**src/swrc_map.svh**
```systemverilog
`ifndef SWRC_MAP_SVH
`define SWRC_MAP_SVH
// register byte offsets
`define SWRC_OFF_OSC 8'h00
`define SWRC_OFF_WAKE 8'h04
`define SWRC_OFF_OPT 8'h08
`define SWRC_OFF_STBY 8'h0C
`define SWRC_OFF_STAT 8'h10
// oscillator control fields
`define SWRC_OSC_CER 0
`define SWRC_OSC_XTAL 1
`define SWRC_OSC_RC 2
`define SWRC_OSC_MRC 3
`define SWRC_OSC_FRC 4
`define SWRC_OSC_SEL_HI 7
`define SWRC_OSC_SEL_LO 5
`define SWRC_OSC_RST 8'h24
`define SWRC_SEL_XTAL 3'h4
// wake config fields
`define SWRC_WAKE_LVL0 0
`define SWRC_WAKE_LVL1 1
`define SWRC_WAKE_RST 2'h0
// option fields
`define SWRC_OPT_POR_HI 1
`define SWRC_OPT_POR_LO 0
`define SWRC_OPT_DROP_EN 2
`define SWRC_OPT_DROP_HI 4
`define SWRC_OPT_DROP_LO 3
`define SWRC_OPT_RST 5'h00
// standby codes
`define SWRC_CMD_HALT 2'h1
`define SWRC_CMD_HOLD 2'h2
`define SWRC_CMD_XHOLD 2'h3
// reset causes
`define SWRC_CAUSE_POR 2'h0
`define SWRC_CAUSE_PIN 2'h1
`define SWRC_CAUSE_DROP 2'h2
`define SWRC_CAUSE_WDT 2'h3
// bus answers
`define SWRC_RESP_OKAY 2'h0
`define SWRC_RESP_SLVERR 2'h2
`endif

```
**src/swrc_pkg.sv**
```systemverilog
package swrc_pkg;
    typedef enum logic [2:0] {
        ST_RUN,
        ST_HALT,
        ST_HOLD,
        ST_XHOLD,
        ST_WAKE
    } swrc_state_t;
endpackage : swrc_pkg

```
**src/swrc_top.sv**
```systemverilog
// Chosen here: the placing of the registers and register access over AXI4-Lite.
`timescale 1ns/1ns
`include "swrc_map.svh"
module swrc_top (
    // clock and reset
    input wire logic aclk,
    input wire logic aresetn,
    // axi4-lite write
    input wire logic [7:0] s_axi_awaddr,
    input wire logic s_axi_awvalid,
    output logic s_axi_awready,
    input wire logic [31:0] s_axi_wdata,
    input wire logic [3:0] s_axi_wstrb,
    input wire logic s_axi_wvalid,
    output logic s_axi_wready,
    output logic [1:0] s_axi_bresp,
    output logic s_axi_bvalid,
    input wire logic s_axi_bready,
    // axi4-lite read
    input wire logic [7:0] s_axi_araddr,
    input wire logic s_axi_arvalid,
    output logic s_axi_arready,
    output logic [31:0] s_axi_rdata,
    output logic [1:0] s_axi_rresp,
    output logic s_axi_rvalid,
    input wire logic s_axi_rready,
    // analog and pin inputs
    input wire logic reset_pin_n,
    input wire logic [3:0] por_level_ok,
    input wire logic [2:0] supply_below,
    input wire logic clk_src_ready,
    // same-clock sources
    input wire logic wdt_reset,
    input wire logic wdt_lrc_req,
    input wire logic irq_accepted,
    input wire logic ext_irq_zero,
    input wire logic ext_irq_one,
    input wire logic ext_irq_two,
    input wire logic ext_irq_four,
    input wire logic port0_irq,
    input wire logic base_timer_irq,
    // gating outputs
    output logic sys_reset,
    output logic cpu_run,
    output logic periph_en,
    output logic base_timer_en,
    output logic ceramic_osc_en,
    output logic xtal_osc_en,
    output logic rc_osc_en,
    output logic mrc_osc_en,
    output logic frc_osc_en,
    output logic lrc_osc_en
);
    function automatic logic pick(input logic [3:0] v, input logic [1:0] i);
        pick = v[i];
    endfunction : pick

    // two-flop synchronisers
    logic [8:0] sync1_reg;
    logic [8:0] sync2_reg;
    always_ff @(posedge aclk) begin
        sync1_reg <= {clk_src_ready, supply_below, por_level_ok, reset_pin_n};
        sync2_reg <= sync1_reg;
    end
    wire pin_n_s = sync2_reg[0];
    wire [3:0] por_ok_s = sync2_reg[4:1];
    wire [3:0] below_s = {1'b0, sync2_reg[7:5]};
    wire clk_ok_s = sync2_reg[8];

    logic [7:0] osc_reg;
    logic [1:0] wake_reg;
    logic [4:0] opt_reg;
    logic [1:0] cause_reg;
    logic por_hold_reg;
    swrc_pkg::swrc_state_t st_reg;
    swrc_pkg::swrc_state_t st_next;

    wire [1:0] por_sel = opt_reg[`SWRC_OPT_POR_HI:`SWRC_OPT_POR_LO];
    wire [1:0] drop_sel = opt_reg[`SWRC_OPT_DROP_HI:`SWRC_OPT_DROP_LO];
    wire [2:0] clk_sel = osc_reg[`SWRC_OSC_SEL_HI:`SWRC_OSC_SEL_LO];
    wire drop_trip = opt_reg[`SWRC_OPT_DROP_EN] & pick(below_s, drop_sel);
    wire sys_rst_w = por_hold_reg | drop_trip | wdt_reset | ~pin_n_s;

    always_ff @(posedge aclk) begin
        if (!aresetn) begin
            por_hold_reg <= 1'b1;
        end else if (pick(por_ok_s, por_sel)) begin
            por_hold_reg <= 1'b0;
        end
    end

    // level-only wake for irq 0 and 1
    wire hold_src = (ext_irq_zero & wake_reg[`SWRC_WAKE_LVL0])
        | (ext_irq_one & wake_reg[`SWRC_WAKE_LVL1])
        | ext_irq_two | ext_irq_four | port0_irq;
    // base timer wake needs crystal clock
    wire xhold_src = hold_src
        | (base_timer_irq & (clk_sel == `SWRC_SEL_XTAL));

    // bus write path
    logic aw_full_reg;
    logic w_full_reg;
    logic [7:0] aw_addr_reg;
    logic [31:0] w_data_reg;
    logic w_lane_reg;
    wire aw_take = s_axi_awvalid & s_axi_awready;
    wire w_take = s_axi_wvalid & s_axi_wready;
    wire do_wr = aw_full_reg & w_full_reg & ~s_axi_bvalid;
    wire wr_en = do_wr & w_lane_reg;
    wire wr_osc = wr_en & (aw_addr_reg == `SWRC_OFF_OSC);
    wire wr_wake = wr_en & (aw_addr_reg == `SWRC_OFF_WAKE);
    wire wr_opt = wr_en & (aw_addr_reg == `SWRC_OFF_OPT);
    wire wr_stby = wr_en & (aw_addr_reg == `SWRC_OFF_STBY);
    wire wr_hit = (aw_addr_reg == `SWRC_OFF_OSC)
        | (aw_addr_reg == `SWRC_OFF_WAKE) | (aw_addr_reg == `SWRC_OFF_OPT)
        | (aw_addr_reg == `SWRC_OFF_STBY) | (aw_addr_reg == `SWRC_OFF_STAT);
    wire [1:0] cmd = w_data_reg[1:0];

    always_ff @(posedge aclk) begin
        if (!aresetn) begin
            aw_full_reg <= 1'b0;
            w_full_reg <= 1'b0;
            aw_addr_reg <= 8'h00;
            w_data_reg <= 32'h0000_0000;
            w_lane_reg <= 1'b0;
            s_axi_awready <= 1'b0;
            s_axi_wready <= 1'b0;
            s_axi_bvalid <= 1'b0;
            s_axi_bresp <= `SWRC_RESP_OKAY;
        end else begin
            s_axi_awready <= s_axi_awvalid & ~aw_full_reg & ~s_axi_awready;
            s_axi_wready <= s_axi_wvalid & ~w_full_reg & ~s_axi_wready;
            if (aw_take) begin
                aw_full_reg <= 1'b1;
                aw_addr_reg <= {s_axi_awaddr[7:2], 2'b00};
            end
            if (w_take) begin
                w_full_reg <= 1'b1;
                w_data_reg <= s_axi_wdata;
                w_lane_reg <= s_axi_wstrb[0];
            end
            if (do_wr) begin
                aw_full_reg <= 1'b0;
                w_full_reg <= 1'b0;
                s_axi_bvalid <= 1'b1;
                s_axi_bresp <= wr_hit ? `SWRC_RESP_OKAY : `SWRC_RESP_SLVERR;
            end else if (s_axi_bready) begin
                s_axi_bvalid <= 1'b0;
            end
        end
    end

    // configuration registers
    always_ff @(posedge aclk) begin
        if (!aresetn) begin
            osc_reg <= `SWRC_OSC_RST;
            wake_reg <= `SWRC_WAKE_RST;
            opt_reg <= `SWRC_OPT_RST;
        end else begin
            // system reset stops ceramic and crystal
            if (sys_rst_w) begin
                osc_reg <= `SWRC_OSC_RST;
            end else if (wr_osc) begin
                osc_reg <= w_data_reg[7:0];
            end
            if (wr_wake) begin
                wake_reg <= w_data_reg[1:0];
            end
            if (wr_opt) begin
                opt_reg <= w_data_reg[4:0];
            end
        end
    end

    // reset cause latch
    always_ff @(posedge aclk) begin
        if (!aresetn) begin
            cause_reg <= `SWRC_CAUSE_POR;
        end else if (~pin_n_s) begin
            cause_reg <= `SWRC_CAUSE_PIN;
        end else if (drop_trip) begin
            cause_reg <= `SWRC_CAUSE_DROP;
        end else if (wdt_reset) begin
            cause_reg <= `SWRC_CAUSE_WDT;
        end
    end

    // standby state machine
    always_comb begin
        st_next = st_reg;
        case (st_reg)
            swrc_pkg::ST_RUN: begin
                if (wr_stby && cmd == `SWRC_CMD_HALT) begin
                    st_next = swrc_pkg::ST_HALT;
                end else if (wr_stby && cmd == `SWRC_CMD_HOLD) begin
                    st_next = swrc_pkg::ST_HOLD;
                end else if (wr_stby && cmd == `SWRC_CMD_XHOLD) begin
                    st_next = swrc_pkg::ST_XHOLD;
                end
            end
            swrc_pkg::ST_HALT: begin
                if (irq_accepted) begin
                    st_next = swrc_pkg::ST_RUN;
                end
            end
            swrc_pkg::ST_HOLD: begin
                if (hold_src) begin
                    st_next = swrc_pkg::ST_WAKE;
                end
            end
            swrc_pkg::ST_XHOLD: begin
                if (xhold_src) begin
                    st_next = swrc_pkg::ST_WAKE;
                end
            end
            swrc_pkg::ST_WAKE: begin
                if (clk_ok_s) begin
                    st_next = swrc_pkg::ST_RUN;
                end
            end
            default: begin
                st_next = swrc_pkg::ST_RUN;
            end
        endcase
        if (sys_rst_w) begin
            st_next = swrc_pkg::ST_RUN;
        end
    end

    always_ff @(posedge aclk) begin
        if (!aresetn) begin
            st_reg <= swrc_pkg::ST_RUN;
        end else begin
            st_reg <= st_next;
        end
    end

    // gating decode
    wire in_run = (st_reg == swrc_pkg::ST_RUN);
    wire in_halt = (st_reg == swrc_pkg::ST_HALT);
    wire in_hold = (st_reg == swrc_pkg::ST_HOLD);
    wire in_xhold = (st_reg == swrc_pkg::ST_XHOLD);
    // fast oscillators stop in both holds
    wire stop_fast = in_hold | in_xhold;
    // crystal stops in full hold and on system reset
    wire stop_xtal = in_hold | sys_rst_w;
    wire run_next = in_run & ~sys_rst_w;
    wire periph_next = (in_run | in_halt) & ~sys_rst_w;
    // base timer counts in crystal hold
    wire bt_next = (in_run | in_halt | in_xhold) & ~sys_rst_w;

    always_ff @(posedge aclk) begin
        if (!aresetn) begin
            sys_reset <= 1'b1;
            cpu_run <= 1'b0;
            periph_en <= 1'b0;
            base_timer_en <= 1'b0;
            ceramic_osc_en <= 1'b0;
            xtal_osc_en <= 1'b0;
            rc_osc_en <= 1'b0;
            mrc_osc_en <= 1'b0;
            frc_osc_en <= 1'b0;
            lrc_osc_en <= 1'b0;
        end else begin
            sys_reset <= sys_rst_w;
            cpu_run <= run_next;
            periph_en <= periph_next;
            base_timer_en <= bt_next;
            ceramic_osc_en <= osc_reg[`SWRC_OSC_CER] & ~stop_fast & ~sys_rst_w;
            xtal_osc_en <= osc_reg[`SWRC_OSC_XTAL] & ~stop_xtal;
            rc_osc_en <= osc_reg[`SWRC_OSC_RC] & ~stop_fast;
            mrc_osc_en <= osc_reg[`SWRC_OSC_MRC] & ~stop_fast;
            frc_osc_en <= osc_reg[`SWRC_OSC_FRC] & ~stop_fast;
            lrc_osc_en <= wdt_lrc_req;
        end
    end

    // bus read path
    logic [31:0] rd_word;
    logic rd_hit;
    always_comb begin
        rd_word = 32'h0000_0000;
        rd_hit = 1'b1;
        case ({s_axi_araddr[7:2], 2'b00})
            `SWRC_OFF_OSC: rd_word = {24'h00_0000, osc_reg};
            `SWRC_OFF_WAKE: rd_word = {30'h0000_0000, wake_reg};
            `SWRC_OFF_OPT: rd_word = {27'h000_0000, opt_reg};
            `SWRC_OFF_STBY: rd_word = {29'h0000_0000, st_reg};
            `SWRC_OFF_STAT: rd_word = {27'h000_0000, clk_ok_s, cause_reg,
                ~por_hold_reg, sys_rst_w};
            default: rd_hit = 1'b0;
        endcase
    end

    always_ff @(posedge aclk) begin
        if (!aresetn) begin
            s_axi_arready <= 1'b0;
            s_axi_rvalid <= 1'b0;
            s_axi_rdata <= 32'h0000_0000;
            s_axi_rresp <= `SWRC_RESP_OKAY;
        end else begin
            s_axi_arready <= s_axi_arvalid & ~s_axi_arready & ~s_axi_rvalid;
            if (s_axi_arvalid && s_axi_arready) begin
                s_axi_rvalid <= 1'b1;
                s_axi_rdata <= rd_word;
                s_axi_rresp <= rd_hit ? `SWRC_RESP_OKAY : `SWRC_RESP_SLVERR;
            end else if (s_axi_rready) begin
                s_axi_rvalid <= 1'b0;
            end
        end
    end
endmodule : swrc_top

```
**config.mk**
```make
export PLATFORM = sky130hd
export DESIGN_NAME = swrc_top
export DESIGN_NICKNAME = d
export VERILOG_FILES = /design/src/swrc_pkg.sv /design/src/swrc_top.sv
export VERILOG_INCLUDE_DIRS = /design/src /design/src/src
export SDC_FILE = /design/constraint.sdc
export NUM_CORES = 1
export LEC_CHECK = 0
export BUFFER_PORTS_ARGS = -buffer_cell sky130_fd_sc_hd__clkbuf_2
export CAP_MARGIN = 25
export CORE_ASPECT_RATIO = 0.9
export CORE_MARGIN = 1.5
export CORE_UTILIZATION = 45
export CTS_CLUSTER_DIAMETER = 100
export DETAILED_ROUTE_END_ITERATION = 16
export GPL_TIMING_DRIVEN = 0
export PLACE_DENSITY = 0.75
export SYNTH_ARGS = -nofsm -noshare
export SYNTH_HDL_FRONTEND = slang
export SYNTH_SLANG_ARGS = --single-unit
```
**constraint.sdc**
```tcl
create_clock -name aclk -period 1.9 [get_ports aclk]
set_clock_uncertainty 0.1 [all_clocks]
set_input_delay 0.38 -clock aclk [delete_from_list [all_inputs] [get_ports aclk]]
set_output_delay 0.38 -clock aclk [all_outputs]
set_load 0.02 [all_outputs]
```
After elaboration in Yosys (flattened, before gate mapping). Cells that the tools add are included.

Register bits: 107. Input bits: 77.

Eq/ne operators: 22. Bitwise logic cells: 57. Mux-type cells: 23. $lt $le $gt $ge: 2. Reductions and logical operators: 15.

Operator list (number): $pmux W8 S5 (1); $and A1 B1 Y1 (28); $eq A6 B2 Y1 const B (4); $mux W3 (7); $or A1 B1 Y1 (16); $pmux W3 S5 (1); $not A1 Y1 (13); $eq A6 B1 Y1 const B (2); $eq A6 B3 Y1 const B (2); $logic_not A8 Y1 (1); $mux W1 (8); $mux W2 (4); $ne A2 B2 Y1 const B (4); $eq A3 B2 Y1 const B (2); $eq A3 B3 Y1 const B (2); $logic_not A6 Y1 (1); $lt A2 B3 Y1 const B (2); $reduce_bool A2 Y1 (3); $reduce_and A5 Y1 (1); $reduce_or A5 Y1 (1); $bmux W1 S2 (2); $eq A2 B2 Y1 const B (2); $logic_and A1 B1 Y1 (4); $ne A4 B1 Y1 const B (1); 6 further kinds (7).

Longest topological paths before layout. Gate-level depths: netlist of run 1.

Depth after elaboration: 9. Depth in mapped cells: 6.

Worst setup path before layout of run 1. No wires, ideal clock.

Kind: input -> register. Start: in aresetn. End: reg osc_reg[2]. Stages on the path: 5. Slack: 0.276 ns. Arrival: 1.404 ns. Path buffers: 2. Data required time: 1.680 ns. Setup time: 0.120 ns. Cell sequence: clkbuf_1 > nand3b_1 > a2111o_1 > buf_6 > a211o_1.

Cells in the longest elaborated chain, start to end: 2.

Ends and longest elaborated chain: start, declared (line swrc_top.sv:7) `input wire logic aresetn,`; $not A1 Y1 (no line); $reduce_or A2 Y1 (no line); end signal, assigned (line swrc_top.sv:156) `` osc_reg <= `SWRC_OSC_RST; ``; end signal, assigned (line swrc_top.sv:162) `` osc_reg <= `SWRC_OSC_RST; ``; end signal, assigned (line swrc_top.sv:164) `osc_reg <= w_data_reg[7:0];`; end, declared (line swrc_top.sv:70) `logic [7:0] osc_reg;`.

Every way passes these cells. A chain may end at the register's enable or synchronous reset.

Worst setup path in the final report of run 1.
Start: reg st_reg[1]. End: reg st_reg[2].

Cells in the longest elaborated chain, start to end: 3. Elaborated cells on any way between the ends: 12. Classes of those cells: eq/ne (9); mux (1); reduce/logical (2).

Ends and longest elaborated chain: start, declared (line swrc_top.sv:75) `swrc_pkg::swrc_state_t st_reg;`; start signal, assigned (line swrc_top.sv:232) `st_reg <= swrc_pkg::ST_RUN;`; start signal, assigned (line swrc_top.sv:234) `st_reg <= st_next;`; $logic_not A3 Y1 (tied with other cells) (line swrc_top.sv:191) `case (st_reg)`; $ne A4 B1 Y1 (no line) or $ne A2 B2 Y1 (tied branches); $reduce_and A5 Y1 (no line).

Parallel ways exist; a longest one is shown, timed or not.

==> results of run 1 <==
[how the worst max path moves through the flow]
stage / slack, ns / depth (start not counted) / end
floorplan: 0.28 / 5 / osc_reg[2]$_SDFFE_PP1P_
global placement: 0.006 / 4 / s_axi_rdata[7]$_SDFFE_PN0P_
detailed placement: -0.03 / 4 / s_axi_rdata[7]$_SDFFE_PN0P_
CTS: 0.18 / 4 / osc_reg[5]$_SDFFE_PP1P_
global route: 0.09 / 5 / opt_reg[0]$_SDFFE_PN0P_
finish: 0.19 / 4 / st_reg[2]$_SDFFE_PP0P_
[worst register-to-register path, cell delays in order, from the launching register on]
cell      delay (ns)
dfxtp_1         0.52
nand2b_4        0.13
a221oi_1        0.37
a31oi_1         0.18
mux2_4          0.32
[cells by family (layout without fill, tap and decap cells)]
group / Yosys count / count (layout) / share of synthesized area (%)
buffers and inverters: 46 / 127 / 9.15
DFF: 81 / 81 / 50.5
AOI/OAI and AO/OA: 53 / 53 / 12.0
and+or+nand+nor: 121 / 121 / 19.9
muxes: 22 / 22 / 8.34
other: 1 / 26 / 0.117
[routing by layer]
metal	GRT usage [%]	part of all wire (%)
met1	23.5	45
met2	28.8	47
met3	6.68	6.8
met4	4.76	0.99
met5	0	0
[metrics by stage]
stage | instances | worst slack (ns)
4_1_cts | 523 | 0.184
6_report | 523 | 0.193
3_3_place_gp | 508 | 0.00598
5_1_grt | 523 | 0.0902
3_5_place_dp | 508 | -0.0295
2_1_floorplan | 349 | 0.276
[where the power goes]
part | switching, mW | internal, mW | total [mW]
sequential | 0.0233 | 1.74 | 1.77
clock | 0.568 | 0.673 | 1.24
combinational | 0.151 | 0.117 | 0.267
total | 0.742 | 2.53 | 3.28
[cell usage after synthesis, types with 2 or more instances]
library cell and number:
nor2b_1 13, clkbuf_1 8, a21oi_1 4, nand2_1 39, a211o_1 2, mux4_2 3
nor4_1 3, o21ai_0 7, nand3_1 12, and2_1 6, buf_2 4, nor2_1 14
a21boi_0 20, buf_4 27, mux2i_1 17, o2bb2ai_1 2, a22o_1 2, a22oi_1 2
inv_1 5, nand4_1 7, dfxtp_1 81, or3b_2 2, mux2_4 2, nor3_1 7
o21a_1 2, a31oi_1 2, and3_1 7, buf_6 2
[final cells by class]
type	count	area (µm²)	share of cell area, %
plain buffers	41	275	6.97
well taps	93	116	2.95
multi-input cells	222	1390	35.2
clock inverters	2	37.5	0.951
clock buffers	13	159	4.02
repair buffers	66	330	8.37
inverters	5	18.8	0.475
flip-flops and latches	81	1620	41.1
==> flow_summary_export.csv, run 1 <==
group,metric,value,unit
job,maxCapViolations,0,
drt,antenna_left,0,
worst_setup_path,critical-path-max-stage-delay,0.52,ns
place,dpl_cell_area,3750,µm²
sta,drv_slew,0,
worst_setup_path,timing_worst_setup_path_type,"flop to flop",
final_layout,drive_gt1_share,28.6,%
worst_setup_path,path_delay_family,"compound AO/OA/AOI/OAI gates",
sta,fin_setup_tns,0,ns
worst_setup_path,cp_max_fo,8,
worst_setup_path,critical_path.slowest_cell,"dfxtp_1",
logic_synthesis,synth_seq_cells,81,
cts,cts_tree,"built",
place,post-dp-hpwl,4980,µm
final_layout,layout_common_cells,"dfxtp_1, clkbuf_2, nand2_1",
die,io_pins,128,
worst_setup_path,required,2.04,ns
cts,clkSinkCount,81,
drt,drtIter0Drc,150,
logic_synthesis,yosysSeqAreaShare,50.5,%
final_layout,syn_to_final_growth,22.9,%
sta,setup_viol,0,
worst_setup_path,crit_start,"st_reg[1]$_SDFFE_PP0P_",
power,ir_drop,0.427,mV
place,gp_congestion,0.853,
worst_setup_path,rr_worst_depth,4,
die,fp.dieW,92.1,µm
sta,worst_hold_slack,0.0272,ns
cts,cts_resized,0,
logic_synthesis,synthArstFlopShare,0,%
drt,vias,2512,
final_layout,stdcell_area,3950,µm²
worst_hold_path,min_from,"por_level_ok[1]",
die,die-height,83.2,µm
drt,drcViolationCount,0,
drt,wl,6440,µm
grt,grt_pass1_wl,10900,µm
drt,vias_per_cell,4.80,
grt,overflow,0,
power,p_per_area,830,nW/µm²
sta,slew_headroom,31.1,%
worst_setup_path,endpoint_kind,"flop",
cts,post_cts_buffers,0,
worst_setup_path,reg2reg_setup_slack,0.19,ns
grt,antenna_found_initial,0,
cts,insertion_delay,0.35,ns
worst_setup_path,arrival,1.85,ns
cts,htreeDepth,3,
final_layout,nFillCells,649,
logic_synthesis,synth_edf_count,0,
final_layout,layout_commonest_cell,"dfxtp_1",
worst_hold_path,hold_path.class,"input port to flop",
run_status,status,"finished, final reports clean",
die,start_util,46.1,%
sta,hold_viol_final,0,
logic_synthesis,synthCells,324,
final_layout,antenna-diode-count,0,
grt,grt_pass1_vias,2297,
sta,tightest_slew,1.02,ns
cts,cts-buffers-inserted,9,
final_layout,fin_util,56.7,%
worst_setup_path,reg2reg_from,"st_reg[1]$_SDFFE_PP0P_",
drt,routedWlPerCell,12.3,µm
cts,cts_root_buf,"clkbuf_8",
sta,rsz0062_at_grt,"no",
cts,cts_buffer_depth,2,
place,io_buffers,66,
worst_setup_path,worst-path-buf-inv,0,
logic_synthesis,synth_cell_types,50,
final_layout,nets,503,
die,num_rows,29,
logic_synthesis,ys_dominant_reg_cell,"dfxtp_1",
worst_setup_path,path_cells,"nand2b_4 > a221oi_1 > a31oi_1 > mux2_4",
logic_synthesis,syn_area,3210,µm²
die,core,6970,µm²
drt,dr.pass1.iters,4,
logic_synthesis,synth_top_area_share,50.5,%
logic_synthesis,synth_top_cell_by_area,"dfxtp_1",
cts,clk_pin_slew,0.07,ns
logic_synthesis,syn_area_per_cell,9.91,µm²
sta,post-route-period-util,89.8,%
worst_hold_path,hold_end,"sync1_reg[2]$_DFF_P_",
grt,grt_max_degree,13,
cts,postCtsHoldBufs,0,
power,finalPower,3.28,mW
die,fp.dieArea,7650,µm²
grt,grt.total_usage,18.2,%
worst_setup_path,regToRegEndpoint,"st_reg[2]$_SDFFE_PP0P_",
power,p_leak,1.80,nW
sta,min_period,1.71,ns
logic_synthesis,ys_top_cells_by_area,"dfxtp_1, buf_4, mux2i_1",
logic_synthesis,yosysWarnings,0,
worst_hold_path,hold_depth,1,
sta,fmax,586,MHz
worst_setup_path,start_kind,"flop",
Power figures use the tool's default switching activity.
==> run 2, diff against run 1 <==
CORE_UTILIZATION = 43   (was 45)
clock period = 1.54 ns   (was 1.9 ns; I/O delays follow)
==> run 2 against run 1 <==
Highest routed layer unchanged. Wire length is 3.7% higher. First-iteration DRC count is 20% lower. Power is 20% higher. The flow now finishes with violations (setup timing). Largest cell class unchanged.
==> flow_summary_export.csv, run 2 (synthesized netlist as in run 1, its figures left out) <==
group,metric,value,unit
cts,htreeDepth,3,
drt,dr.pass1.iters,4,
drt,drcViolationCount,0,
grt,grt_max_degree,15,
cts,clk_pin_slew,0.08,ns
cts,cts_tree,"built",
power,ir_drop,0.625,mV
worst_hold_path,min_from,"wdt_lrc_req",
run_status,violations,"setup timing",
sta,drv_slew,0,
worst_setup_path,endpoint_kind,"flop",
die,die-height,85.0,µm
sta,rsz0062_at_grt,"yes",
drt,antenna_left,0,
cts,clkSinkCount,81,
worst_setup_path,required,1.69,ns
run_status,status,"complete, but fails checks",
die,fp.dieW,94.1,µm
grt,antenna_found_initial,0,
drt,vias_per_cell,4.81,
sta,post-route-period-util,106,%
drt,vias,2576,
die,fp.dieArea,8000,µm²
grt,grt_pass1_vias,2436,
drt,routedWlPerCell,12.5,µm
power,p_per_area,959,nW/µm²
worst_setup_path,reg2reg_from,"opt_reg[3]$_SDFFE_PN0P_",
die,core,7150,µm²
grt,grt.total_usage,18.7,%
final_layout,syn_to_final_growth,27.7,%
worst_setup_path,reg2reg_setup_slack,-0.09,ns
worst_setup_path,regToRegEndpoint,"osc_reg[5]$_SDFFE_PP1P_",
sta,fmax,612,MHz
place,gp_congestion,0.847,
worst_setup_path,rr_worst_depth,4,
worst_hold_path,hold_depth,2,
sta,setup_viol,14,
place,post-dp-hpwl,5030,µm
final_layout,drive_gt1_share,31.4,%
final_layout,layout_commonest_cell,"dfxtp_1",
cts,cts_buffer_depth,2,
sta,hold_viol_final,0,
final_layout,antenna-diode-count,0,
grt,overflow,0,
sta,worst_hold_slack,0.0575,ns
sta,min_period,1.63,ns
cts,cts_root_buf,"clkbuf_8",
drt,wl,6680,µm
worst_setup_path,cp_max_fo,9,
worst_setup_path,start_kind,"flop",
job,maxCapViolations,0,
die,num_rows,29,
die,start_util,44.9,%
sta,setup_ws,-0.0938,ns
cts,insertion_delay,0.36,ns
worst_hold_path,hold_end,"lrc_osc_en$_SDFF_PN0_",
place,io_buffers,66,
die,io_pins,128,
drt,drtIter0Drc,120,
sta,tightest_slew,0.503,ns
worst_setup_path,arrival,1.78,ns
power,p_leak,1.86,nW
final_layout,nets,515,
place,post-place-ws,-0.322,ns
sta,slew_headroom,66.5,%
worst_hold_path,hold_path.class,"input port to flop",
cts,cts-buffers-inserted,9,
final_layout,layout_common_cells,"dfxtp_1, clkbuf_2, nand2_1",
grt,grt_pass1_wl,11300,µm
worst_setup_path,timing_worst_setup_path_type,"flop to flop",
==> run 2: cell types whose count changed in the layout (fill, tap and decap cells not counted), moves of 4 or more <==
cell / change
dlygate4sd3_1: +9
dfxtp_1: -5
dfxtp_2: +4
nor2_1: -4
nor2_2: +4
==> run 2: repair_timing <==
action                     4_1_cts  5_1_grt
hold buffers                     9        0
cloned                           0        0
pin swaps                        1        0
resized for setup                5        7
hold endpoints to repair         9        0
setup endpoints to repair       20       24
buffers inserted                 2        0
==> run 2: critical path, cell delays in order (launching register included) <==
cell,delay [ns]
dfxtp_4,0.36
mux2_4,0.31
a2111o_1,0.39
buf_6,0.15
a211o_1,0.21
==> run 2: layout make-up <==
type / instances / area (µm²)
Buffer: 41 / 289
Clock inverter: 5 / 40.0
Timing Repair Buffer: 78 / 440
Tap cell: 93 / 116
Multi-Input combinational cell: 222 / 1430
Inverter: 5 / 18.8
Clock buffer: 11 / 141
Fill cell: 639 / 3050
Sequential cell: 81 / 1630
==> run 2: metrics by stage <==
stage	cell area (µm²)	util, %	power [mW]	std cells	setup TNS, ns
2_1_floorplan	3320	-	2.45	349	-0.0641
6_report	4100	57.4	3.93	536	-0.987
3_5_place_dp	3770	52.8	2.56	508	-4.67
5_1_grt	4100	57.4	4.14	536	-1.75
4_1_cts	4080	57.1	3.98	535	-0.982
3_3_place_gp	3770	52.8	2.55	508	-4.07
==> run 2: where the power goes <==
part / leakage (nW) / internal [mW] / switching [mW] / total [mW]
Combinational: 1.11 / 0.161 / 0.192 / 0.353
Sequential: 0.666 / 2.15 / 0.0306 / 2.18
Clock: 0.0822 / 0.637 / 0.765 / 1.40
Total: 1.86 / 2.95 / 0.987 / 3.93
==> run 2: per-layer routing <==
layer | routed length (µm) | track usage, %
met1 | 3080 | 23.1
met2 | 3120 | 30.2
met3 | 448 | 7.71
met4 | 34 | 4.75
met5 | 0 | 0
==> run 2: worst max path at each step <==
| stage | startpoint | endpoint | cells past startpoint |
|---|---|---|---|
| 2_1_floorplan | opt_reg[3]$_SDFFE_PN0P_ | osc_reg[2]$_SDFFE_PP1P_ | 4 |
| 3_5_place_dp | s_axi_araddr[5] | s_axi_rdata[6]$_SDFFE_PN0P_ | 4 |
| 3_3_place_gp | s_axi_araddr[4] | s_axi_rdata[0]$_SDFFE_PN0P_ | 5 |
| 4_1_cts | opt_reg[3]$_SDFFE_PN0P_ | osc_reg[5]$_SDFFE_PP1P_ | 4 |
| 5_1_grt | opt_reg[3]$_SDFFE_PN0P_ | osc_reg[2]$_SDFFE_PP1P_ | 4 |
| 6_report | opt_reg[3]$_SDFFE_PN0P_ | osc_reg[5]$_SDFFE_PP1P_ | 4 |
==> run 3, diff against run 2 <==
==> constraint.sdc (replaced) <==
create_clock -name aclk -period 1.54 [get_ports aclk]
set_clock_uncertainty 0.1 [all_clocks]
set_input_delay 0.231 -clock aclk [delete_from_list [all_inputs] [get_ports aclk]]
set_output_delay 0.231 -clock aclk [all_outputs]
set_load 0.02 [all_outputs]
==> run 3 against run 2 <==
The run still ends with setup timing left. Clock-buffer cell count down 2. Largest cell class unchanged. Sequential power about the same. Die area unchanged. Via count up 0.50%. Wire length up 2.0%. Non-clock buffer count up 1. Power up 2.7%. Largest power group unchanged. Core utilization up 0.42 points. Clock power up 7%. Critical path depth unchanged. First-iteration DRC count down 8.3%.
==> flow_summary_export.csv, run 3 (synthesized netlist as in run 1, its figures left out) <==
group,metric,value,unit
final_layout,nFillCells,650,
drt,drcViolationCount,0,
power,cell_internal_pwr,3.06,mW
cts,cts_root_buf,"clkbuf_8",
sta,slew_headroom,59.0,%
drt,antenna_left,0,
die,fp.dieW,94.1,µm
power,p_leak,1.87,nW
worst_setup_path,cp_max_fo,9,
cts,htreeDepth,3,
final_layout,multi_input_area,1430,µm²
die,core,7150,µm²
place,gp_congestion,0.833,
power,power_frac_seq,54.0,%
drt,vias,2589,
worst_setup_path,endpoint_kind,"flop",
drt,routedWlPerCell,12.7,µm
power,finalPower,4.04,mW
grt,grt_max_degree,15,
grt,grt.total_usage,17.9,%
final_layout,syn_to_final_growth,28.7,%
die,num_rows,29,
final_layout,stdcell_area,4130,µm²
final_layout,regArea,1630,µm²
power,sw_frac_of_total,24.3,%
sta,drv_slew,0,
drt,wl,6810,µm
sta,fmax,605,MHz
cts,insertion_delay,0.35,ns
grt,grt_pass1_wl,10900,µm
grt,overflow,0,
sta,hold_viol_final,0,
grt,antenna_found_initial,0,
place,io_buffers,66,
cts,clk_pin_slew,0.09,ns
power,ir_drop,0.667,mV
final_layout,layout_commonest_cell,"dfxtp_1",
worst_setup_path,arrival,1.79,ns
sta,tightest_slew,0.610,ns
run_status,violations,"setup timing",
worst_setup_path,required,1.68,ns
place,post-place-ws,-0.183,ns
final_layout,antenna-diode-count,0,
worst_hold_path,hold_path.class,"input port to flop",
sta,fin_setup_tns,-1.14,ns
place,post-dp-hpwl,5120,µm
drt,dr.pass1.iters,5,
power,switchingPower,981,µW
drt,vias_per_cell,4.82,
final_layout,nets,516,
power,p_per_area,978,nW/µm²
final_layout,drive_gt1_share,30.6,%
grt,grt_pass1_vias,2381,
die,die-height,85.0,µm
job,maxCapViolations,0,
place,dpl_cell_area,3770,µm²
sta,setup_viol,17,
run_status,status,"complete, but fails checks",
cts,clkSinkCount,81,
die,fp.dieArea,8000,µm²
power,p_comb_share,8.9,%
cts,cts_buffer_depth,2,
die,start_util,44.9,%
drt,drtIter0Drc,110,
final_layout,layout_common_cells,"dfxtp_1, clkbuf_2, nand2_1",
sta,min_period,1.65,ns
final_layout,fin_util,57.8,%
sta,setup_ws,-0.114,ns
worst_setup_path,timing_worst_setup_path_type,"flop to flop",
cts,cts_tree,"built",
die,io_pins,128,
sta,rsz0062_at_grt,"yes",
worst_setup_path,start_kind,"flop",
sta,post-route-period-util,107,%
power,pwr-share-clk,37.2,%
cts,cts-buffers-inserted,9,
==> run 3: cell types whose count changed in the layout (fill, tap and decap cells not counted), sizes merged <==
| cell | previous run | this run |
|---|---|---|
| buf | 35 | 34 |
| bufinv | 0 | 1 |
| clkbuf | 86 | 83 |
| clkinv | 1 | 3 |
| clkinvlp | 3 | 2 |
| dlygate4sd3 | 9 | 12 |
==> run 3: layout make-up <==
cell class | instances | area share (%)
plain buffers | 40 | 6.87
clock inverters | 7 | 1.67
well taps | 93 | 2.82
repair buffers | 80 | 11.3
inverters | 5 | 0.454
clock buffers | 9 | 3.00
multi-input cells | 222 | 34.5
flip-flops and latches | 81 | 39.4
==> run 3: what timing repair did <==
action / 4_1_cts / 5_1_grt
hold buffers: 12 / 0
gates resized for setup: 4 / 6
endpoints found under the setup margin: 22 / 24
buffers inserted: 2 / 0
endpoints found under the hold margin: 12 / 0
gates cloned: 0 / 0
pin swaps: 1 / 0
==> run 3: worst max-delay path, cell delays in order (launching register included) <==
cell      delay (ns)
dfxtp_4         0.37
mux2_4          0.31
a2111o_1        0.39
buf_6           0.15
a211o_1         0.21
==> run 3: routing by layer <==
layer / share of wire [%] / GRT usage [%]
met5: 0 / 0
met4: 1.8 / 7.46
met3: 6.5 / 5.56
met2: 47 / 29.7
met1: 45 / 21.5
==> run 3: through the flow <==
step	hold slack [ns]	cells
3_3_place_gp	0.212	508
6_report	0.0164	537
5_1_grt	0.0196	537
2_1_floorplan	0.159	349
4_1_cts	0.00100	538
3_5_place_dp	0.213	508
==> run 3: worst paths after layout <==
path,start,to,slack [ns],cells past startpoint
min,s_axi_awaddr[6],aw_addr_reg[6]$_SDFFE_PN0P_,0.02,3
max,opt_reg[3]$_SDFFE_PN0P_,osc_reg[2]$_SDFFE_PP1P_,-0.11,4
min reg2reg,sync1_reg[1]$_DFF_P_,sync2_reg[1]$_DFF_P_,0.23,0
max reg2reg,opt_reg[3]$_SDFFE_PN0P_,osc_reg[2]$_SDFFE_PP1P_,-0.11,4
==> run 3: power groups by stage <==
stage	Sequential [mW]	Combinational (mW)	Clock [mW]
final	2.18	0.359	1.50
after global routing	2.19	0.394	1.61
after CTS	2.18	0.355	1.53
after detailed placement	2.23	0.329	0
after global placement	2.23	0.324	0
after floorplan	2.24	0.215	0
